**src/design/aawc_consts.svh**
```systemverilog
// Purpose: offsets, field positions, reset values and timing counts of the alert window block
// Assumes: included by bare name from design files only
// Notes:   definitions only, no logic
`ifndef AAWC_CONSTS_SVH
`define AAWC_CONSTS_SVH

// register pointer values
`define AAWC_PTR_RESULT     3'h0
`define AAWC_PTR_STATUS     3'h1
`define AAWC_PTR_CONFIG     3'h2
`define AAWC_PTR_UNDER      3'h3
`define AAWC_PTR_OVER       3'h4
`define AAWC_PTR_MARGIN     3'h5

// configuration field positions
`define AAWC_CFG_CYC_HI     7
`define AAWC_CFG_CYC_LO     5
`define AAWC_CFG_HOLD       4
`define AAWC_CFG_FLAG_EN    3
`define AAWC_CFG_PIN_EN     2
`define AAWC_CFG_POL        0
`define AAWC_CFG_WMASK      8'hFD

// 10-bit value field inside the 16-bit words
`define AAWC_VAL_HI         11
`define AAWC_VAL_LO         2
`define AAWC_RES_FLAG       15

// status flag positions
`define AAWC_ST_OVER        1
`define AAWC_ST_UNDER       0

// reset values
`define AAWC_CFG_RESET      8'h00
`define AAWC_UNDER_RESET    16'h0000
`define AAWC_OVER_RESET     16'h0FFF
`define AAWC_MARGIN_RESET   16'h0000

// timing: single conversion time and clock period in ns
`define AAWC_T_CONVERT_NS   1000
`define AAWC_CLK_PERIOD_NS  100
`define AAWC_CONV_CYC       ((`AAWC_T_CONVERT_NS + `AAWC_CLK_PERIOD_NS - 1) / `AAWC_CLK_PERIOD_NS)
// code 001 gives x32, so shift is code plus this offset
`define AAWC_SHIFT_OFFSET   4

`endif

```
**src/design/aawc_pkg.sv**
```systemverilog
// Purpose: shared types of the alert window block
// Assumes: constants live in aawc_consts.svh
// Notes:   nothing here is imported; use aawc_pkg::name
package aawc_pkg;

    // register access from the serial engine, pointer selected
    typedef struct packed {
        logic        wr;
        logic [2:0]  ptr;
        logic [15:0] wdata;
    } aawc_reg_req_t;

    // one completed conversion from the converter core
    typedef struct packed {
        logic        done;
        logic [9:0]  value;
    } aawc_conv_t;

    // pacer states
    typedef enum logic [0:0] {
        AAWC_PACE_IDLE,
        AAWC_PACE_RUN
    } aawc_pace_state_t;

endpackage

```
**src/design/aawc_alert_window.sv**
```systemverilog
// Purpose: configuration, limit registers and out-of-range flag logic of a converter
// Assumes: serial engine delivers pointer-selected accesses on the core clock
// Notes:   conversion results arrive as one-cycle done pulses on the same clock
`timescale 1ns/1ps
`include "aawc_consts.svh"

// Notes on behaviour
// - cycle code zero means automatic conversion off; reset value is zero
// - any non-zero cycle code starts repeated conversions without bus commands
// - interval is conversion time times 32 up to 2048 for codes 1 to 7
// - hold clear: a flag self-clears once back inside limit by more than margin
// - hold set: flags only clear when software writes one to them
// - flag enable bit gates the alert indicator in the result word
// - pin enable drives the alert pin; when clear the pin floats
// - polarity bit zero gives active low alert, one gives active high
// - reserved bits read zero; software writes zeros there
// - under-range limit raises under flag when result is below it
// - over-range limit raises over flag when result is above it
// - clear margin sets how far inside the limit a result must move
// - pointer two selects the read-write configuration register
// - pointers three, four, five select under, over and margin registers
// - status bits one and zero hold over and under flags, write one clears
// - with flag enable, result bit fifteen shows either flag set
module aawc_alert_window #(
    parameter int unsigned CONV_CYCLES = `AAWC_CONV_CYC
) (
    input  wire logic                    core_clk_i,
    input  wire logic                    reset_n_i,
    input  wire aawc_pkg::aawc_reg_req_t reg_req_i,
    output logic [15:0]                  reg_rdata_o,
    input  wire aawc_pkg::aawc_conv_t    conv_i,
    output logic                         conv_start_o,
    output logic                         result_flag_o,
    output logic                         alert_o,
    output logic                         alert_oe_o
);

    // configuration and limit storage, reserved bits never stored
    logic [7:0]  cfg_q;
    logic [9:0]  under_q;
    logic [9:0]  over_q;
    logic [9:0]  margin_q;

    // flags and last result
    logic        over_flag_q;
    logic        under_flag_q;
    logic [9:0]  result_q;

    // decoded configuration fields
    logic [2:0]  cycle_code;
    logic        hold_en;
    logic        flag_en;
    logic        pin_en;
    logic        polarity;

    // per-conversion decisions
    logic        over_set;
    logic        under_set;
    logic        over_selfclr;
    logic        under_selfclr;
    logic        over_w1c;
    logic        under_w1c;
    logic        any_flag;

    // write strobe for one pointer value
    function automatic logic wr_hit(input aawc_pkg::aawc_reg_req_t req,
                                    input logic [2:0] ptr);
        wr_hit = req.wr && (req.ptr == ptr);
    endfunction

    // place a 10-bit value into a 16-bit word, reserved bits zero
    function automatic logic [15:0] pack_val(input logic [9:0] v);
        logic [15:0] w;
        w = 16'h0000;
        w[`AAWC_VAL_HI:`AAWC_VAL_LO] = v;
        pack_val = w;
    endfunction

    // configuration field decode
    assign cycle_code = cfg_q[`AAWC_CFG_CYC_HI:`AAWC_CFG_CYC_LO];
    assign hold_en    = cfg_q[`AAWC_CFG_HOLD];
    assign flag_en    = cfg_q[`AAWC_CFG_FLAG_EN];
    assign pin_en     = cfg_q[`AAWC_CFG_PIN_EN];
    assign polarity   = cfg_q[`AAWC_CFG_POL];

    always_ff @(posedge core_clk_i) begin
        if (!reset_n_i) begin
            cfg_q <= `AAWC_CFG_RESET;
        end else if (wr_hit(reg_req_i, `AAWC_PTR_CONFIG)) begin
            cfg_q <= reg_req_i.wdata[7:0] & `AAWC_CFG_WMASK;
        end
    end

    always_ff @(posedge core_clk_i) begin
        if (!reset_n_i) begin
            under_q <= 10'(`AAWC_UNDER_RESET >> `AAWC_VAL_LO);
        end else if (wr_hit(reg_req_i, `AAWC_PTR_UNDER)) begin
            under_q <= reg_req_i.wdata[`AAWC_VAL_HI:`AAWC_VAL_LO];
        end
    end

    always_ff @(posedge core_clk_i) begin
        if (!reset_n_i) begin
            over_q <= 10'(`AAWC_OVER_RESET >> `AAWC_VAL_LO);
        end else if (wr_hit(reg_req_i, `AAWC_PTR_OVER)) begin
            over_q <= reg_req_i.wdata[`AAWC_VAL_HI:`AAWC_VAL_LO];
        end
    end

    always_ff @(posedge core_clk_i) begin
        if (!reset_n_i) begin
            margin_q <= 10'(`AAWC_MARGIN_RESET >> `AAWC_VAL_LO);
        end else if (wr_hit(reg_req_i, `AAWC_PTR_MARGIN)) begin
            margin_q <= reg_req_i.wdata[`AAWC_VAL_HI:`AAWC_VAL_LO];
        end
    end

    aawc_conv_pacer u_pacer (
        .core_clk_i    (core_clk_i),
        .reset_n_i     (reset_n_i),
        .cycle_code_i  (cycle_code),
        .conv_cycles_i (24'(CONV_CYCLES)),
        .start_o       (conv_start_o)
    );

    // comparisons against the registers as they stand now
    always_comb begin
        over_set  = conv_i.done && (conv_i.value > over_q);
        under_set = conv_i.done && (conv_i.value < under_q);
        // sums in 11 bits so a large margin cannot wrap
        over_selfclr  = conv_i.done && !hold_en &&
                        ({1'b0, conv_i.value} + {1'b0, margin_q} < {1'b0, over_q});
        under_selfclr = conv_i.done && !hold_en &&
                        ({1'b0, conv_i.value} > {1'b0, under_q} + {1'b0, margin_q});
    end

    assign over_w1c  = wr_hit(reg_req_i, `AAWC_PTR_STATUS) &&
                       reg_req_i.wdata[`AAWC_ST_OVER];
    assign under_w1c = wr_hit(reg_req_i, `AAWC_PTR_STATUS) &&
                       reg_req_i.wdata[`AAWC_ST_UNDER];

    // over flag: a set in the same cycle as a clear wins
    always_ff @(posedge core_clk_i) begin
        if (!reset_n_i) begin
            over_flag_q <= 1'b0;
        end else if (over_set) begin
            over_flag_q <= 1'b1;
        // software clear works in both hold modes
        end else if (over_w1c || over_selfclr) begin
            over_flag_q <= 1'b0;
        end
    end

    // under flag: same priorities as the over flag
    always_ff @(posedge core_clk_i) begin
        if (!reset_n_i) begin
            under_flag_q <= 1'b0;
        end else if (under_set) begin
            under_flag_q <= 1'b1;
        // software clear works in both hold modes
        end else if (under_w1c || under_selfclr) begin
            under_flag_q <= 1'b0;
        end
    end

    // last conversion value, shown at pointer zero
    always_ff @(posedge core_clk_i) begin
        if (!reset_n_i) begin
            result_q <= 10'h000;
        end else if (conv_i.done) begin
            result_q <= conv_i.value;
        end
    end

    assign any_flag = over_flag_q | under_flag_q;

    // alert indicator of the result word
    always_ff @(posedge core_clk_i) begin
        if (!reset_n_i) begin
            result_flag_o <= 1'b0;
        end else begin
            result_flag_o <= flag_en & any_flag;
        end
    end

    // alert pin level; registered so it never glitches on decode
    always_ff @(posedge core_clk_i) begin
        if (!reset_n_i) begin
            alert_o <= 1'b1;
        end else begin
            alert_o <= polarity ? any_flag : ~any_flag;
        end
    end

    // pin drive enable; off means the pin floats
    always_ff @(posedge core_clk_i) begin
        if (!reset_n_i) begin
            alert_oe_o <= 1'b0;
        end else begin
            alert_oe_o <= pin_en;
        end
    end

    // read data one cycle after the pointer; unused pointers read zero
    always_ff @(posedge core_clk_i) begin
        if (!reset_n_i) begin
            reg_rdata_o <= 16'h0000;
        end else begin
            case (reg_req_i.ptr)
                `AAWC_PTR_RESULT: begin
                    reg_rdata_o <= pack_val(result_q) |
                                   {flag_en & any_flag, 15'h0000};
                end
                `AAWC_PTR_STATUS: begin
                    reg_rdata_o <= {14'h0000, over_flag_q, under_flag_q};
                end
                `AAWC_PTR_CONFIG: begin
                    reg_rdata_o <= {8'h00, cfg_q};
                end
                `AAWC_PTR_UNDER: begin
                    reg_rdata_o <= pack_val(under_q);
                end
                `AAWC_PTR_OVER: begin
                    reg_rdata_o <= pack_val(over_q);
                end
                `AAWC_PTR_MARGIN: begin
                    reg_rdata_o <= pack_val(margin_q);
                end
                default: begin
                    reg_rdata_o <= 16'h0000;
                end
            endcase
        end
    end

endmodule

```
**src/design/aawc_conv_pacer.sv**
```systemverilog
// Purpose: paces automatic conversions from the cycle interval code
// Assumes: conv_cycles_i is the single conversion time in clock cycles
// Notes:   first start comes the cycle after a new non-zero code is seen
`timescale 1ns/1ps
`include "aawc_consts.svh"

module aawc_conv_pacer (
    input  wire logic       core_clk_i,
    input  wire logic       reset_n_i,
    input  wire logic [2:0] cycle_code_i,
    input  wire logic [23:0] conv_cycles_i,
    output logic            start_o
);

    aawc_pkg::aawc_pace_state_t state_q;
    logic [2:0]  code_q;
    logic [23:0] count_q;

    // interval is the conversion time times 2^(code+4)
    function automatic logic [23:0] interval_of(input logic [2:0] code,
                                                input logic [23:0] base);
        logic [4:0] sh;
        sh = 5'(code) + 5'(`AAWC_SHIFT_OFFSET);
        interval_of = base << sh;
    endfunction

    always_ff @(posedge core_clk_i) begin
        if (!reset_n_i) begin
            state_q <= aawc_pkg::AAWC_PACE_IDLE;
            code_q  <= 3'h0;
            count_q <= 24'h000000;
            start_o <= 1'b0;
        end else begin
            code_q  <= cycle_code_i;
            start_o <= 1'b0;
            case (state_q)
                aawc_pkg::AAWC_PACE_IDLE: begin
                    if (cycle_code_i != 3'h0) begin
                        state_q <= aawc_pkg::AAWC_PACE_RUN;
                        start_o <= 1'b1;
                        count_q <= interval_of(cycle_code_i, conv_cycles_i) - 24'h000001;
                    end
                end
                aawc_pkg::AAWC_PACE_RUN: begin
                    if (cycle_code_i == 3'h0) begin
                        state_q <= aawc_pkg::AAWC_PACE_IDLE;
                    end else if (cycle_code_i != code_q || count_q == 24'h000000) begin
                        // a changed non-zero code restarts the interval at once
                        start_o <= 1'b1;
                        count_q <= interval_of(cycle_code_i, conv_cycles_i) - 24'h000001;
                    end else begin
                        count_q <= count_q - 24'h000001;
                    end
                end
                default: begin
                    state_q <= aawc_pkg::AAWC_PACE_IDLE;
                end
            endcase
        end
    end

endmodule

```
**config.mk**
```make
export PLATFORM = sky130hd
export DESIGN_NAME = aawc_alert_window
export DESIGN_NICKNAME = d
export VERILOG_FILES = /design/src/design/aawc_pkg.sv /design/src/design/aawc_alert_window.sv /design/src/design/aawc_conv_pacer.sv
export VERILOG_INCLUDE_DIRS = /design/src /design/src/design
export SDC_FILE = /design/constraint.sdc
export NUM_CORES = 1
export LEC_CHECK = 0
export ABC_CLOCK_PERIOD_IN_PS = 10000
export BUFFER_PORTS_ARGS = -buffer_cell sky130_fd_sc_hd__clkbuf_2
export CAP_MARGIN = 25
export CORE_AREA = 3 3 102 104
export CTS_BUF_LIST = sky130_fd_sc_hd__clkbuf_8
export DETAILED_ROUTE_END_ITERATION = 12
export DIE_AREA = 0 0 105 107
export PLACE_DENSITY_LB_ADDON = 0.05
export SYNTH_ARGS = -nofsm -noshare
export SYNTH_HDL_FRONTEND = slang
export SYNTH_SLANG_ARGS = --single-unit
```
**constraint.sdc**
```tcl
create_clock -name core_clk_i -period 10 [get_ports core_clk_i]
set_input_delay 2 -clock core_clk_i [delete_from_list [all_inputs] [get_ports core_clk_i]]
set_output_delay 2 -clock core_clk_i [all_outputs]
set_load 0.1 [all_outputs]
```
==> out/qor.csv <==
metric,value,unit
root_buffer,clkbuf_8,
cts-buffers-inserted,9,
ios,53,
tritoncts,yes,
peakVddDrop,0.0922,mV
h-tree-depth,3,
clock_latency,0.36,ns
via_count,5128,
dieArea,11200,um^2
post_cts_resized,0,
seqPwrFrac,0.490,
p_comb_frac,0.223,
worstSetupPathType,primary input to flop,
final_nets,822,
cts.sinks,94,
p_per_area,129,nW/um^2
cp.required,10.25,ns
core-area,9640,um^2
leakagePower,0.00264,uW
grt_first_pass_wirelength,24400,um
synth_edf_count,0,
cp-start-kind,primary input,
layout_min_cycle_time,4.64,ns
synth_area,5870,um^2
row_count,36,
antenna_found_initial,0,
finClkSkew,0.00693,ns
end_kind,flop,
ctsHoldBuffers,0,
grt_use_total,0.273,
synth_ff_type,dfxtp_1,
slew_headroom,0.309,
hold_viol_final,0,
numPortBuffers,45,
synth.distinct_cells,67,
fmax,216,MHz
gp_congestion,0.911,
p_sw_frac,0.332,
drive_above_1_share,0.109,
start_util,0.609,
status,finished clean,
fp.dieH,107,um
internal-power,546,uW
setup_violations,0,
tns,0,ns
cp_slowest_cell,or3b_2,
routed_wl,15000,um
globalRouteOverflowTotal,0,
drt-initial-drc-count,391,
p_total,817,uW
path_clk_slew,0.09,ns
ys_ff_latch,94,
ys_warn_count,0,
wire_per_inst,17.4,um
tightest_slew,1.03,ns
post_synth_inst_count,696,
grt_max_degree,77,
clock_path_buffers,2,
ys_seq_area_frac,0.321,
crit_top_cell,ha_1,
period_share,0.464,
drcViolationCount,0,
final_max_slew_viol_count,0,
grt_pass1_vias,4712,
cp.arrival,4.89,ns
cp_cell_sequence,"clkbuf_2, ha_1, a21o_1, a21boi_0, o21bai_1, a31o_2, a21oi_1, xnor2_1, ha_1, a2111o_1, nand2_1, o21ai_0, or3b_2",
diodes,0,
dp_hpwl,11500,um
switchingPower,271,uW
synthArstFlopShare,0,
dieWidth,105,um
crit_fanout,6,
hold_path.class,flop to flop,
avgViaCountPerCell,5.94,
cp_slowest_stage_delay,0.44,ns
cts_setup_buffers,0,
maxCapViolCount,0,
rsz0062_at_grt,no,
ant_nets,0,
power.share.clock,0.287,
syn_area_per_cell,8.43,um^2
drtPass1Iterations,5,
synthToLayoutAreaGrowth,7.80,%
## per-stage QoR
stage          hold WS (ns)  area, um^2  utilization  worst slack [ns]  std cells
4_1_cts               0.496        6320        0.656              5.39        863
2_1_floorplan         0.452        5880            -              5.41        699
3_5_place_dp          0.483        6140        0.637              4.99        847
3_3_place_gp          0.472        6130        0.636              5.05        846
6_report              0.494        6330        0.656              5.36        864
5_1_grt               0.528        6330        0.656              5.17        864
## cell families (layout without fill, tap and decap cells)
kind of cell	count (synthesis)	count (layout)	share of synthesized area
multiplexers	22	22	0.0379
adder cells (fa/ha/maj)	63	63	0.137
other	2	5	0.00128
XOR/XNOR	30	30	0.0448
flip-flops	94	94	0.321
AND/OR/NAND/NOR	250	250	0.210
buffers and inverters	64	96	0.0454
AO/OA/AOI/OAI	171	171	0.204
## registers in the layout, indices dropped and copies added (netlist names)
signal / flops
result_flag_o: 1
under_q: 10
u_pacer.state_q: 1
reg_rdata_o: 13
over_flag_q: 1
margin_q: 10
over_q: 10
result_q: 10
u_pacer.count_q: 24
alert_oe_o: 1
u_pacer.start_o: 1
under_flag_q: 1
u_pacer.code_q: 3
cfg_q: 7
alert_o: 1
## worst max-delay path, delay by kind of cell
kind,cells,cell delay [ns]
AO/OA/AOI/OAI,7,1.49
AND/OR/NAND/NOR,2,0.51
XOR/XNOR,1,0.15
buffers and inverters,1,0.16
adder cells (fa/ha/maj),2,0.58
## cells in the final DEF, fill, tap and decap left out, types with 7 or more instances in the layout
cell / n
dfxtp_1: 94
nand2_1: 80
ha_1: 61
nor2_1: 50
clkbuf_2: 45
a21oi_1: 37
inv_1: 32
o21ai_0: 30
nor2b_1: 29
a21boi_0: 21
mux2i_1: 20
nor3_1: 19
xnor2_1: 17
o211ai_1: 15
xor2_1: 13
a22oi_1: 13
nand3_1: 12
nand4_1: 10
and2_1: 9
clkbuf_8: 9
or3_1: 7
nor4_1: 7
## path summary, 6_finish.rpt
| path | startpoint | end | slack, ns | cells after the start |
|---|---|---|---|---|
| hold / removal | u_pacer.count_q[4] | u_pacer.count_q[4] | 0.49 | 2 |
| hold reg to reg | u_pacer.count_q[4] | u_pacer.count_q[4] | 0.49 | 2 |
| setup / recovery | conv_i[1] | over_flag_q | 5.36 | 13 |
| setup reg to reg | margin_q[1] | under_flag_q | 6.39 | 13 |
## layout make-up
| type | instances | area, um^2 |
|---|---|---|
| clock buffers | 9 | 124 |
| flip-flops and latches | 94 | 1880 |
| well taps | 133 | 166 |
| repair buffers | 48 | 248 |
| multi-input cells | 541 | 3730 |
| inverters | 32 | 120 |
| fillers | 912 | 3310 |
| clock inverters | 7 | 55.1 |
## synth_stat cells, types with 4 or more instances
cell | instances | area, um^2
dfxtp_1 | 94 | 1880
nor3_1 | 19 | 95.1
o21a_1 | 4 | 30.0
a21oi_1 | 37 | 185
nand3_1 | 12 | 60.1
nand4_1 | 10 | 62.6
and3_1 | 4 | 25.0
ha_1 | 61 | 763
a31oi_1 | 6 | 37.5
clkbuf_1 | 24 | 90.1
nor2b_1 | 29 | 181
a211oi_1 | 6 | 45.0
o211ai_1 | 15 | 113
nand2b_1 | 6 | 37.5
xor2_1 | 13 | 114
nor2_1 | 50 | 188
or3_1 | 7 | 43.8
a221oi_1 | 6 | 52.6
and2_1 | 9 | 56.3
nor4_1 | 7 | 43.8
inv_1 | 32 | 120
a21boi_0 | 21 | 158
xnor2_1 | 17 | 149
mux2i_1 | 20 | 200
a22oi_1 | 13 | 97.6
o21ai_0 | 30 | 150
nand2_1 | 80 | 300
## power groups by stage
stage	Combinational (uW)	Sequential [uW]	Clock [uW]
floorplan	121	421	0
global placement	175	408	0
detailed placement	178	409	0
CTS	179	400	240
global route	200	402	254
finish	182	400	234
## layer usage
layer / vias to the layer above / global-route usage / part of all wire
met1: 2389 / 0.401 / 0.48
met2: 174 / 0.421 / 0.44
met4: 0 / 0.0590 / 0.012
li1: 2553 / - / -
met5: - / 0 / 0
met3: 12 / 0.0452 / 0.067
(Power assumes the default switching activity.)
